**src/shared/bank_fsm_pkg.sv**
```systemverilog
package bank_fsm_pkg;
    // ************************************************
    // Commands
    // ************************************************
    typedef enum logic [3:0] {
        cmd_deselect = 4'h0,
        cmd_nop = 4'h1,
        cmd_burst_stop = 4'h2,
        cmd_read = 4'h3,
        cmd_write = 4'h4,
        cmd_activate = 4'h5,
        cmd_precharge = 4'h6,
        cmd_refresh = 4'h7,
        cmd_load_config = 4'h8
    } cmd_type;

    // ************************************************
    // Bank states
    // ************************************************
    typedef enum logic [2:0] {
        st_idle = 3'h0,
        st_row_active = 3'h1,
        st_read = 3'h2,
        st_write = 3'h3,
        st_read_autoclose = 3'h4,
        st_write_recovery = 3'h5,
        st_precharge = 3'h6,
        st_write_autoclose = 3'h7
    } bank_state_type;

    // ************************************************
    // Reset values and defaults
    // ************************************************
    localparam logic [3:0] burst_len_reset = 4'h4;
    localparam logic [1:0] read_latency_reset = 2'h2;
    localparam int default_col_bits = 8;
    localparam int default_bank_id = 0;
    localparam int cnt_bits = 9;
endpackage

```
**src/hw/bank_fsm.sv**
```systemverilog
module bank_fsm #(
    parameter int COL_BITS = bank_fsm_pkg::default_col_bits,
    parameter int BANK_ID = bank_fsm_pkg::default_bank_id
) (
    // Clock and reset
    input wire logic i_mclk,
    input wire logic i_rst_n,
    // Command pins from controller
    input wire logic i_cke,
    input wire logic i_cs_n,
    input wire logic i_ras_n,
    input wire logic i_cas_n,
    input wire logic i_we_n,
    input wire logic i_bank_select_line,
    input wire logic i_autoclose_flag_line,
    input wire logic [COL_BITS-1:0] i_col,
    // Configuration from mode logic
    input wire logic [3:0] i_burst_len,
    input wire logic [1:0] i_read_latency,
    // Bank status
    output logic [2:0] o_state,
    output logic o_power_down,
    output logic o_read_data_en,
    output logic o_write_data_en,
    output logic [COL_BITS-1:0] o_col,
    output logic o_illegal
);
    initial begin
        if (COL_BITS < 1 || COL_BITS > 16 || BANK_ID < 0 || BANK_ID > 1) begin
            $error("bank_fsm: unsupported parameters");
        end
    end

    // ************************************************
    // Pin synchronisers
    // ************************************************
    logic [7+COL_BITS:0] sync1;
    logic [7+COL_BITS:0] sync2;
    logic [7+COL_BITS:0] next_sync1;
    logic [7+COL_BITS:0] next_sync2;

    always_comb begin
        next_sync1 = {i_cke, i_cs_n, i_ras_n, i_cas_n, i_we_n,
                      i_bank_select_line, i_autoclose_flag_line, 1'b0, i_col};
        next_sync2 = sync1;
    end

    always_ff @(posedge i_mclk or negedge i_rst_n) begin
        if (!i_rst_n) begin
            sync1 <= {1'b1, 1'b1, {(6+COL_BITS){1'b0}}};
            sync2 <= {1'b1, 1'b1, {(6+COL_BITS){1'b0}}};
        end else begin
            sync1 <= next_sync1;
            sync2 <= next_sync2;
        end
    end

    logic cke;
    logic bank_sel;
    logic autoclose;
    logic [COL_BITS-1:0] col_in;
    bank_fsm_pkg::cmd_type cmd;

    assign cke = sync2[7+COL_BITS];
    assign bank_sel = sync2[2+COL_BITS];
    assign autoclose = sync2[1+COL_BITS];
    assign col_in = sync2[COL_BITS-1:0];

    cmd_decoder u_dec (
        .i_cs_n(sync2[6+COL_BITS]),
        .i_ras_n(sync2[5+COL_BITS]),
        .i_cas_n(sync2[4+COL_BITS]),
        .i_we_n(sync2[3+COL_BITS]),
        .o_cmd(cmd)
    );

    // ************************************************
    // Bank state machine
    // ************************************************
    bank_fsm_pkg::bank_state_type state;
    bank_fsm_pkg::bank_state_type next_state;
    logic [bank_fsm_pkg::cnt_bits-1:0] beats;
    logic [bank_fsm_pkg::cnt_bits-1:0] next_beats;
    logic [1:0] drain;
    logic [1:0] next_drain;
    logic cke_prev;
    logic power_down;
    logic next_power_down;
    logic illegal;
    logic next_illegal;
    logic [COL_BITS-1:0] col;
    logic [COL_BITS-1:0] next_col;
    logic mine;
    logic hit_pre;
    logic burst_last;
    logic [bank_fsm_pkg::cnt_bits-1:0] len;

    always_comb begin
        mine = (bank_sel == BANK_ID[0]);
        hit_pre = autoclose || mine;
        len = {{(bank_fsm_pkg::cnt_bits-4){1'b0}}, i_burst_len};
        burst_last = (beats <= {{(bank_fsm_pkg::cnt_bits-1){1'b0}}, 1'b1});
        next_state = state;
        next_beats = beats;
        next_col = col;
        next_illegal = 1'b0;
        next_drain = (drain != 2'h0) ? drain - 2'h1 : 2'h0;
        // Power-down entered on falling clock enable, left on rising
        next_power_down = power_down;
        if (cke_prev && !cke) begin
            next_power_down = 1'b1;
        end else if (!cke_prev && cke) begin
            next_power_down = 1'b0;
        end
        if (cke && cke_prev) begin
            case (state)
                bank_fsm_pkg::st_idle: begin
                    // Deselect, no-op, burst stop do nothing
                    if (cmd == bank_fsm_pkg::cmd_activate && mine) begin
                        next_state = bank_fsm_pkg::st_row_active;
                    end else if (mine && (cmd == bank_fsm_pkg::cmd_read ||
                                          cmd == bank_fsm_pkg::cmd_write)) begin
                        next_illegal = 1'b1;
                    end else begin
                        next_state = bank_fsm_pkg::st_idle;
                    end
                end
                bank_fsm_pkg::st_row_active,
                bank_fsm_pkg::st_read,
                bank_fsm_pkg::st_write,
                bank_fsm_pkg::st_write_recovery: begin
                    if (state == bank_fsm_pkg::st_read ||
                        state == bank_fsm_pkg::st_write) begin
                        next_beats = beats - 9'h001;
                        next_col = col + {{(COL_BITS-1){1'b0}}, 1'b1};
                        if (burst_last) begin
                            next_state = (state == bank_fsm_pkg::st_read) ?
                                bank_fsm_pkg::st_row_active :
                                bank_fsm_pkg::st_write_recovery;
                        end
                    end else if (state == bank_fsm_pkg::st_write_recovery) begin
                        next_state = bank_fsm_pkg::st_row_active;
                    end
                    if (cmd == bank_fsm_pkg::cmd_burst_stop &&
                        (state == bank_fsm_pkg::st_read ||
                         state == bank_fsm_pkg::st_write)) begin
                        next_state = bank_fsm_pkg::st_row_active;
                        next_beats = 9'h000;
                        if (state == bank_fsm_pkg::st_read) begin
                            next_drain = i_read_latency;
                        end
                    end else if (mine && cmd == bank_fsm_pkg::cmd_read) begin
                        next_state = autoclose ?
                            bank_fsm_pkg::st_read_autoclose :
                            bank_fsm_pkg::st_read;
                        next_beats = len;
                        next_col = col_in;
                    end else if (mine && cmd == bank_fsm_pkg::cmd_write) begin
                        next_state = autoclose ?
                            bank_fsm_pkg::st_write_autoclose :
                            bank_fsm_pkg::st_write;
                        next_beats = len;
                        next_col = col_in;
                    end else if (cmd == bank_fsm_pkg::cmd_precharge &&
                                 hit_pre) begin
                        next_state = bank_fsm_pkg::st_precharge;
                        next_beats = 9'h000;
                    end else if (cmd == bank_fsm_pkg::cmd_activate ||
                                 cmd == bank_fsm_pkg::cmd_refresh ||
                                 cmd == bank_fsm_pkg::cmd_load_config) begin
                        next_illegal = 1'b1;
                    end
                end
                bank_fsm_pkg::st_read_autoclose,
                bank_fsm_pkg::st_write_autoclose: begin
                    next_beats = beats - 9'h001;
                    next_col = col + {{(COL_BITS-1){1'b0}}, 1'b1};
                    if (burst_last) begin
                        next_state = bank_fsm_pkg::st_precharge;
                    end
                    if (cmd != bank_fsm_pkg::cmd_deselect &&
                        cmd != bank_fsm_pkg::cmd_nop) begin
                        next_illegal = 1'b1;
                    end
                end
                bank_fsm_pkg::st_precharge: begin
                    next_state = bank_fsm_pkg::st_idle;
                end
                default: begin
                    next_state = bank_fsm_pkg::st_idle;
                end
            endcase
        end
    end

    always_ff @(posedge i_mclk or negedge i_rst_n) begin
        if (!i_rst_n) begin
            state <= bank_fsm_pkg::st_idle;
            beats <= 9'h000;
            col <= '0;
            drain <= 2'h0;
            cke_prev <= 1'b1;
            power_down <= 1'b0;
            illegal <= 1'b0;
        end else begin
            state <= next_state;
            beats <= next_beats;
            col <= next_col;
            drain <= next_drain;
            cke_prev <= cke;
            power_down <= next_power_down;
            illegal <= next_illegal;
        end
    end

    // ************************************************
    // Registered outputs
    // ************************************************
    logic next_rd_en;
    logic next_wr_en;

    always_comb begin
        next_rd_en = (next_state == bank_fsm_pkg::st_read) ||
                     (next_state == bank_fsm_pkg::st_read_autoclose) ||
                     (next_drain != 2'h0);
        next_wr_en = (next_state == bank_fsm_pkg::st_write) ||
                     (next_state == bank_fsm_pkg::st_write_autoclose);
    end

    always_ff @(posedge i_mclk or negedge i_rst_n) begin
        if (!i_rst_n) begin
            o_state <= 3'h0;
            o_power_down <= 1'b0;
            o_read_data_en <= 1'b0;
            o_write_data_en <= 1'b0;
            o_col <= '0;
            o_illegal <= 1'b0;
        end else begin
            o_state <= next_state;
            o_power_down <= next_power_down;
            o_read_data_en <= next_rd_en;
            o_write_data_en <= next_wr_en;
            o_col <= next_col;
            o_illegal <= next_illegal;
        end
    end
endmodule

```
**src/hw/cmd_decoder.sv**
```systemverilog
module cmd_decoder (
    // Command pins, already synchronised
    input wire logic i_cs_n,
    input wire logic i_ras_n,
    input wire logic i_cas_n,
    input wire logic i_we_n,
    // Decoded command
    output bank_fsm_pkg::cmd_type o_cmd
);
    always_comb begin
        if (i_cs_n) begin
            o_cmd = bank_fsm_pkg::cmd_deselect;
        end else begin
            case ({i_ras_n, i_cas_n, i_we_n})
                3'h7: o_cmd = bank_fsm_pkg::cmd_nop;
                3'h6: o_cmd = bank_fsm_pkg::cmd_burst_stop;
                3'h5: o_cmd = bank_fsm_pkg::cmd_read;
                3'h4: o_cmd = bank_fsm_pkg::cmd_write;
                3'h3: o_cmd = bank_fsm_pkg::cmd_activate;
                3'h2: o_cmd = bank_fsm_pkg::cmd_precharge;
                3'h1: o_cmd = bank_fsm_pkg::cmd_refresh;
                3'h0: o_cmd = bank_fsm_pkg::cmd_load_config;
                default: o_cmd = bank_fsm_pkg::cmd_nop;
            endcase
        end
    end
endmodule

```
**config.mk**
```make
export PLATFORM = sky130hd
export DESIGN_NAME = bank_fsm
export DESIGN_NICKNAME = d
export VERILOG_FILES = /design/src/shared/bank_fsm_pkg.sv /design/src/hw/bank_fsm.sv /design/src/hw/cmd_decoder.sv
export SDC_FILE = /design/constraint.sdc
export NUM_CORES = 1
export LEC_CHECK = 0
export BUFFER_PORTS_ARGS = -buffer_cell sky130_fd_sc_hd__buf_2
export CAP_MARGIN = 30
export CORE_UTILIZATION = 51
export DETAILED_ROUTE_END_ITERATION = 16
export PLACE_DENSITY = 0.75
export SYNTH_ARGS = -nofsm -noshare
export SYNTH_HDL_FRONTEND = slang
export SYNTH_SLANG_ARGS = --single-unit
```
**constraint.sdc**
```tcl
create_clock -name i_mclk -period 2.3 [get_ports i_mclk]
set_input_delay 0.115 -clock i_mclk [delete_from_list [all_inputs] [get_ports i_mclk]]
set_output_delay 0.115 -clock i_mclk [all_outputs]
set_load 0.05 [all_outputs]
```
* Yosys cells after proc, flatten, opt, wreduce, memory -nomap -nowiden *
Memories as Yosys holds them, arrays and structs flattened.
Cells that the tools add are included.

storage, ports and cells
  bits in registers = 57
  word-level logic and storage cells = 111
  ROM bits = 32
  memories kept = 1

cells by class
  muxes and demuxes = 44
  add/sub/neg operators = 3
  bitwise operators = 1
  equality and inequality tests = 20
  magnitude comparators = 1
  reductions and logical operators = 30

memories
  name              depth  bits a word  rd ports  clocked after Yosys merged registers in  write ports  line               RTL
  (name not given)  8      4            1         0                                        0            cmd_decoder.sv:14  case ({i_ras_n, i_cas_n, i_we_n})

operators by type and width
  operator                                                                          number
  9-bit 2-to-1 mux                                                                  5
  3-bit 2-to-1 mux                                                                  14
  8-bit 2-to-1 mux                                                                  4
  3-bit == test, second input constant                                              6
  9-bit one-hot mux with 2 select lines                                             1
  4-bit by 3-bit == test with 1-bit output, second input constant                   4
  8-bit one-hot mux with 2 select lines                                             1
  3-bit by 2-bit == test with 1-bit output, second input constant                   4
  3-bit one-hot mux with 4 select lines                                             1
  1-bit 2-to-1 mux                                                                  11
  1-bit logical AND                                                                 10
  2-bit 2-to-1 mux                                                                  5
  9-bit by 1-bit less-or-equal comparator with 1-bit output, second input constant  1
  9-bit by 1-bit subtractor with 9-bit output, second input constant                1
  8-bit by 1-bit adder with 8-bit output, second input constant                     1
  4-bit by 2-bit == test with 1-bit output, second input constant                   2
  1-bit logical OR                                                                  8
  2-bit nonzero test                                                                4
  6-bit != test, second input constant                                              1
  4-bit == test, second input constant                                              1
  4-bit 2-to-1 mux                                                                  1
  4-bit by 1-bit != test with 1-bit output, second input constant                   1
  4-bit nonzero test                                                                1
  4-bit OR reduction                                                                1
  other kinds (9)                                                                   10

* Logic depth before layout (Yosys ltp) *
Gate-level depths: netlist (run 1).

  depth after elaboration = 13
  mapped depth = 12
  mapped depth without buffers = 9

* Modules after synthesis *
Synthesis (run 1) repeated with hierarchy kept, for this count alone.

second synthesis, totals
  cell total of the unflattened synthesis = 258
  area total of the unflattened synthesis = 2,680.1 µm²

by module, submodules not included
  module       instances  area an instance (µm²)  sequential area each (µm²)  cells an instance
  bank_fsm     1          2,611.3                 1,432.6                     248
  cmd_decoder  1          68.8                    0.0                         10

* Worst setup path before layout (run 1) *
OpenSTA, ideal clock, no wires.

  kind = flip-flop to flip-flop
  start = reg sync2[11]
  end = reg o_col[6]
  slack = 92 ps
  arrival time = 2,131 ps
  buffers on the path = 2
  cell stages (with the launch flop) = 12
  cells stage by stage = dfrtp_1 > buf_6 > inv_1 > ha_1 > or4_4 > a21oi_4 > o21a_1 > buf_6 > nor3_1 > o21ai_1 > o311ai_1 > o21ai_1

between the ends
  longest elaborated chain between the ends = 8
  elaborated cells between the ends (all ways) = 12

RTL lines
  item                                      line               RTL
  start, declared                           bank_fsm.sv:38     logic [7+COL_BITS:0] sync2;
  start signal, assigned                    bank_fsm.sv:51     sync2 <= {1'b1, 1'b1, {(6+COL_BITS){1'b0}}};
  start signal, assigned                    bank_fsm.sv:54     sync2 <= next_sync2;
  memory 8 x 4 bit *                        --
  4-bit 2-to-1 mux *                        cmd_decoder.sv:11  if (i_cs_n) begin
  4-bit by 3-bit == test with 1-bit output  bank_fsm.sv:158    end else if (mine && cmd == bank_fsm_pkg::cmd_write) begin
  1-bit logical AND                         bank_fsm.sv:158
  8-bit 2-to-1 mux                          bank_fsm.sv:158
  8-bit 2-to-1 mux                          bank_fsm.sv:152    end else if (mine && cmd == bank_fsm_pkg::cmd_read) begin
  8-bit 2-to-1 mux *                        bank_fsm.sv:144    if (cmd == bank_fsm_pkg::cmd_burst_stop &&
  8-bit one-hot mux with 2 select lines *   bank_fsm.sv:116    case (state)
  end signal, assigned                      bank_fsm.sv:243    o_col <= next_col;
  end, declared                             bank_fsm.sv:25     output logic [COL_BITS-1:0] o_col,

Every way passes the cells marked *; elsewhere a longest branch is shown, timed or not.
A chain may end at the register's enable or synchronous reset.

* Worst setup path in the final report (run 1) *
Ends and elaborated chain as after synthesis.

==> results of run 1 <==
flip-flops by register name, summed over array words and instances, names as in the netlist:
| register | cells |
|---|---|
| o_state | 3 |
| o_col | 8 |
| o_illegal | 1 |
| beats | 9 |
| drain | 2 |
| o_power_down | 1 |
| sync2 | 15 |
| o_write_data_en | 1 |
| next_sync2 | 15 |
| o_read_data_en | 1 |
| cke_prev | 1 |
what timing repair did:
item                                    4_1_cts  5_1_grt
hold endpoints to repair                     67        0
resized for setup                             0       19
hold buffers                                 16        0
endpoints found under the setup margin        0       18
buffers inserted                              0        2
stage by stage:
step	setup WS (ns)	instance area, um^2	utilization	std cells
finish	0.0359	3510	0.687	420
global placement	0.108	3060	0.599	386
global route	-0.0798	3510	0.687	420
CTS	0.0431	3440	0.673	418
floorplan	0.0923	2720	-	273
detailed placement	0.0513	3060	0.599	386
worst max path at each step:
stage / start / endpoint / slack, ns / depth (start not counted)
2_1_floorplan: sync2[11]$_DFF_PN0_ / o_col[6]$_DFFE_PN0P_ / 0.09 / 11
3_3_place_gp: sync2[11]$_DFF_PN0_ / o_col[0]$_DFFE_PN0P_ / 0.11 / 9
3_5_place_dp: sync2[11]$_DFF_PN0_ / o_col[2]$_DFFE_PN0P_ / 0.05 / 10
4_1_cts: sync2[11]$_DFF_PN0_ / o_col[2]$_DFFE_PN0P_ / 0.04 / 10
5_1_grt: sync2[11]$_DFF_PN0_ / o_col[7]$_DFFE_PN0P_ / -0.08 / 10
6_report: sync2[11]$_DFF_PN0_ / o_col[6]$_DFFE_PN0P_ / 0.04 / 10
cells by family after synthesis:
family / after synthesis / share of synthesized area
flops: 57 / 0.528
simple gates: 98 / 0.182
compound gates: 84 / 0.201
fa+ha+maj: 7 / 0.0323
buf+inv: 21 / 0.0369
mux: 1 / 0.00415
xor+xnor: 5 / 0.0161
area by class of cell:
cell class              count  share of cell area
clock buffers              13              0.0424
clock inverters             3              0.0185
inverters                  11              0.0118
multi-input cells         195               0.352
flip-flops and latches     57               0.408
well taps                  70              0.0249
repair buffers             71               0.143
critical path, stage by stage, from the launching register on:
cell and delay [ns]:
dfrtp_1 0.39, inv_2 0.08, ha_4 0.20, or4_4 0.54, a21oi_4 0.20, o21a_1 0.21
buf_6 0.15, nor3_1 0.04, o21ai_1 0.13, o311ai_1 0.11, o21ai_1 0.14
synthesized netlist by cell type (3+ instances only):
| master | number |
|---|---|
| a21oi_1 | 22 |
| and3_1 | 5 |
| buf_2 | 5 |
| clkbuf_1 | 3 |
| dfrtp_1 | 52 |
| dfstp_2 | 5 |
| ha_1 | 7 |
| inv_1 | 11 |
| nand2_1 | 16 |
| nand2b_1 | 3 |
| nand3_1 | 9 |
| nand4_1 | 3 |
| nor2_1 | 29 |
| nor3_1 | 13 |
| nor3b_1 | 3 |
| o21a_1 | 3 |
| o21ai_0 | 23 |
| o21ai_1 | 7 |
| o22a_1 | 3 |
| or3_1 | 4 |
| xor2_1 | 4 |
metal layers:
| metal | vias up | GRT usage | share of wire |
|---|---|---|---|
| met3 | 9 | 0.0589 | 0.054 |
| li1 | 1126 | - | - |
| met4 | 0 | 0.124 | 0.014 |
| met2 | 74 | 0.369 | 0.49 |
| met5 | - | 0 | 0 |
| met1 | 1098 | 0.293 | 0.44 |
power by group through the flow:
| stage | Clock [W] | Sequential, W | Combinational, W |
|---|---|---|---|
| finish | 0.00102 | 0.00138 | 0.00159 |
| global route | 0.00107 | 0.00142 | 0.00173 |
| CTS | 0.00103 | 0.00137 | 0.00153 |
| detailed placement | 0 | 0.00139 | 0.00149 |
| global placement | 0 | 0.00139 | 0.00146 |
| floorplan | 0 | 0.00168 | 0.000815 |
==> summary.md, run 1 <==
| Metric | Value |
|---|---|
| Outcome | `finished clean` |
| Antenna violations before repair | `0` |
| Lkg Pwr | `between 1.5 and 2 nW` |
| First-pass GRT wire length | `approximately 9500 um` |
| Max-slew violation count | `0` |
| Max VDD drop | `between 0.6 and 0.7 mV` |
| Register clock-pin slew on the reported worst setup and hold paths | `0.06 ns` |
| Largest cells by area after synthesis | `dfrtp_1 (48%), dfstp_2 (4.8%), o21ai_0 (4.2%)` |
| Core area | `roughly 5100 um^2` |
| # fillers | `just under 400` |
| Via/cell ratio | `approximately 5.5` |
| Cell taking the most area after synthesis | `dfrtp_1` |
| Hold Fails Final Rpt | `0` |
| Area of the multi-input gates | `approximately 1200 um^2` |
| RePlAce Congestion | `approximately 0.9` |
| Root Buffer | `clkbuf_8` |
| Total CTS buffers | `9` |
| Reg2Reg Setup Slack | `about 0.036 ns` |
| Sw Ratio | `0.400` |
| Most common library cell in the layout ignoring fill and taps | `dfrtp_1` |
| Number of max-cap violations | `0` |
| Hold Path Depth | `3` |
| Flop pwr share | `0.346` |
| Setup violations, final | `0` |
| Residual DRC | `0` |
| Top cell type's share of synthesized area | `0.479` |
| Arrival @ worst endpoint | `between 2 and 3 ns` |
| Nets | `between 300 and 400` |
| Ports | `38` |
| CTS Sinks | `57` |
| Clock Tree Buf Depth | `2` |
| RSZ-0062 raised after global routing | `true` |
| IO Port Bufs | `37` |
| Worst rel slew slack | `0.714` |
| Die Ht | `~75 um` |
| Total power | `around 0.0040 W` |
| R2R Path Start | `sync2[11]$_DFF_PN0_` |
| Seq cells post-synth | `57` |
| Register area share after synthesis | `0.528` |
| Worst hold path class | `in -> reg` |
| EDFF count, synth | `0` |
| Worst slew pin tran | `~0.43 ns` |
| Mapped Area | `around 2700 um^2` |
| Worst Reg2Reg Path Length in Cells | `10` |
| DR iter-0 viols | `~190` |
| Gr ovfl total | `0` |
| Syn_nets | `303` |
| Gr usage total | `0.232` |
| Worst Path Required | `about 2.6 ns` |
| Share of flip-flops with an asynchronous set or reset | `1.00` |
| Via count | `about 2,300` |
| Fmax | `0.442 GHz` |
| Vias in the first global route | `about 2,100` |
| Int Power | `0.00239 W` |
| Initial Util | `0.532` |
| Worst hold start | `i_read_latency[0]` |
| Commonest cells after routing, fill and taps aside | `dfrtp_1 (52), buf_2 (37), nor2_1 (28)` |
| Largest net degree at the start of global routing | `58` |
| CTS tree | `done` |
| Layout cells sized above 1 | `0.274` |
| Final ANT Viol Nets | `0` |
| Synth cell types | `between 50 and 60` |
| Clock share of power | `0.256` |
| Yosys warns | `0` |
| Area grow syn2layout | `29.3%` |
| Worst Hold End | `drain[0]$_DFF_PN0_` |
| RR Endpoint | `o_col[6]$_DFFE_PN0P_` |
| Post-DP HPWL | `3830 um` |
| Row cnt | `26` |
| Final WL | `about 6100 um` |
| Psw | `between 0.0015 and 0.002 W` |
| Worst hold slack | `0.0133 ns` |
| ANT cells | `0` |
| Mapped Cells | `~270` |
| Max FO, Critical Path | `6` |
| Crit Path Category | `reg -> reg` |
| Avg Inst Size Synth | `roughly 9.9 um^2` |
| Skew-Pair Late Insertion Delay | `between 0.3 and 0.4 ns` |
| Crit. End Element | `flip-flop` |
| Period utilization | `0.984` |
| PwrDens | `about 1100 nW/um^2` |
| Die ar. | `roughly 5600 um^2` |
| Worst setup SP type | `flip-flop` |
| Clock Skew | `between 0.009 and 0.01 ns` |
| Clock period minus worst slack | `around 2.3 ns` |
| Setup_tns | `0 ns` |
| Logic pwr share | `0.398` |
| Register Area | `~1400 um^2` |
| Top_reg_cell synth | `dfrtp_1` |
| H-tree depth | `3` |
| Die X | `~75 um` |
| DR WL/cell | `between 10 and 15 um` |
| DR pass1 iterations | `4` |
Note: power is estimated with default switching activity, not from simulation.
==> inputs of run 2 (changes only) <==
CORE_UTILIZATION = 31   (was 51)
PLACE_DENSITY = not set   (was 0.75)
==> run 2 against run 1 <==
Net effect: count of clock-buffer cells in the layout shrank 4; register-to-register slack gained 0.04 ns; combinational power is essentially flat; global-route usage shrank 8.3 points; critical path type unchanged; largest cell class unchanged; highest routed layer unchanged.
==> summary.md, run 2 (same netlist as run 1, synthesis figures left out) <==
| Metric | Value |
|---|---|
| Via/cell ratio | `5.00 (was 5.49)` |
| Postcts setup bufs | `0 (unchanged)` |
| Via count | `2,289 (was 2,307)` |
| Layout cells sized above 1 | `0.275 (was 0.274)` |
| Total CTS buffers | `9 (unchanged)` |
| Period utilization | `0.968 (was 0.984)` |
| RSZ-0062 raised after global routing | `true (unchanged)` |
| Skew-Pair Late Insertion Delay | `0.35 ns (was 0.34 ns)` |
| Gr ovfl total | `0 (unchanged)` |
| RePlAce Congestion | `0.879 (was 0.897)` |
| Design Area, Final | `3550 um^2 (was 3510 um^2)` |
| Row cnt | `33 (was 26)` |
| Register Area | `1430 um^2 (unchanged)` |
| Vias in the first global route | `2,221 (was 2,082)` |
| IO Port Bufs | `37 (unchanged)` |
| Residual DRC | `0 (unchanged)` |
| Clock Skew | `0.00803 ns (was 0.00945 ns)` |
| Worst Path Required | `2.58 ns (was 2.56 ns)` |
| Most common library cell in the layout ignoring fill and taps | `dfrtp_1 (unchanged)` |
| Fmax | `0.449 GHz (was 0.442 GHz)` |
| Worst slew pin tran | `0.571 ns (was 0.429 ns)` |
| DR WL/cell | `13.2 um (was 14.5 um)` |
| Post-DP HPWL | `4280 um (was 3830 um)` |
| Die ar. | `9140 um^2 (was 5620 um^2)` |
| First-pass GRT wire length | `10,200 um (was 9490 um)` |
| Largest net degree at the start of global routing | `28 (was 58)` |
| Gr usage total | `0.149 (was 0.232)` |
| DR pass1 iterations | `4 (unchanged)` |
| Clock Tree Buf Depth | `2 (unchanged)` |
| PwrDens | `1120 nW/um^2 (was 1140 nW/um^2)` |
| Die Ht | `95.6 um (was 75.0 um)` |
| Number of max-cap violations | `0 (unchanged)` |
| Antenna violations before repair | `0 (unchanged)` |
| Ports | `38 (unchanged)` |
| Core area | `8340 um^2 (was 5110 um^2)` |
| Final ANT Viol Nets | `0 (unchanged)` |
| Worst rel slew slack | `0.619 (was 0.714)` |
| DR iter-0 viols | `93 (was 191)` |
| H-tree depth | `3 (unchanged)` |
| Final design utilization | `0.426 (was 0.687)` |
| Nets | `378 (was 375)` |
| Area of the multi-input gates | `1220 um^2 (was 1230 um^2)` |
| Placed inst area | `3120 um^2 (was 3060 um^2)` |
| Max VDD drop | `0.432 mV (was 0.666 mV)` |
| Arrival @ worst endpoint | `2.51 ns (was 2.52 ns)` |
| Clock period minus worst slack | `2.23 ns (was 2.26 ns)` |
| Crit. End Element | `flip-flop (unchanged)` |
| Setup violations, final | `0 (unchanged)` |
| Initial Util | `0.326 (was 0.532)` |
| ANT cells | `0 (unchanged)` |
| Hold Fails Final Rpt | `0 (unchanged)` |
| Die X | `95.6 um (was 75.0 um)` |
| Final WL | `6060 um (was 6100 um)` |
| Outcome | `finished clean (unchanged)` |
| Root Buffer | `clkbuf_8 (unchanged)` |
| Crit Path Category | `reg -> reg (unchanged)` |
| Area grow syn2layout | `30.9% (was 29.3%)` |
| Max-slew violation count | `0 (unchanged)` |
| Max FO, Critical Path | `7 (was 6)` |
| Register clock-pin slew on the reported worst setup and hold paths | `0.07 ns (was 0.06 ns)` |
| Lkg Pwr | `1.57 nW (about the same)` |
| Worst hold path class | `in -> reg (unchanged)` |
| Commonest cells after routing, fill and taps aside | `dfrtp_1 (52), buf_2 (37), nor2_1 (29) (was dfrtp_1 (52), buf_2 (37), nor2_1 (28))` |
| Worst setup SP type | `flip-flop (unchanged)` |
| CTS Sinks | `57 (unchanged)` |
| # fillers | `845 (was 385)` |
| CTS tree | `done (unchanged)` |
-- run 2: final cells by class --
cell class	count	share of cell area
tap	105	0.0370
multi-input combinational	195	0.343
clock buffer	9	0.0349
sequential	57	0.403
inverter	11	0.0116
clock inverter	7	0.0268
timing repair buffer	74	0.144
-- run 2: worst paths after layout --
kind	depth (start not counted)	slack, ns	startpoint	endpoint
max reg2reg	10	0.07	sync2[11]$_DFF_PN0_	o_col[6]$_DFFE_PN0P_
max	10	0.07	sync2[11]$_DFF_PN0_	o_col[6]$_DFFE_PN0P_
min reg2reg	0	0.35	next_sync2[9]$_DFF_PN0_	sync2[9]$_DFF_PN0_
max in group asynchronous	3	1.27	i_rst_n	sync2[15]$_DFF_PN1_
min	3	0.06	i_burst_len[1]	beats[1]$_DFFE_PN0P_
min in group asynchronous	2	0.30	i_rst_n	next_sync2[4]$_DFF_PN0_
-- run 2: through the flow --
stage,hold WS [ns],std cells,setup slack [ns],power [W],setup TNS [ns]
floorplan,-0.181,273,0.0923,0.00249,0
finish,0.0560,458,0.0735,0.00396,0
detailed placement,0.147,424,0.0526,0.00291,0
global route,0.0669,458,-0.0581,0.00424,-0.164
CTS,0.0488,458,0.0465,0.00398,0
global placement,0.142,424,0.0794,0.00288,0
-- run 2: timing repair --
action,4_1_cts,5_1_grt
endpoints found under the setup margin,0,20
gates resized for setup,0,13
hold buffers,18,0
endpoints found under the hold margin,41,0
-- run 2: critical path, stage by stage (launching register included) --
cell,delay [ns]
dfrtp_1,0.38
inv_2,0.09
ha_4,0.20
or4_4,0.55
a21oi_4,0.19
o21a_1,0.17
buf_6,0.14
nor3_2,0.04
o21ai_1,0.13
o311ai_1,0.11
o21ai_1,0.14
-- run 2: report_power, final --
| part | switching (W) | internal [W] |
|---|---|---|
| logic | 0.00100 | 0.000560 |
| clock network | 0.000417 | 0.000608 |
| registers | 0.000185 | 0.00119 |
-- run 2: per-layer routing --
metal	vias to the layer above	track usage	part of all wire
li1	1133	-	-
met3	12	0.0463	0.043
met5	-	0	0
met1	1100	0.181	0.45
met2	44	0.238	0.48
met4	0	0.0746	0.023
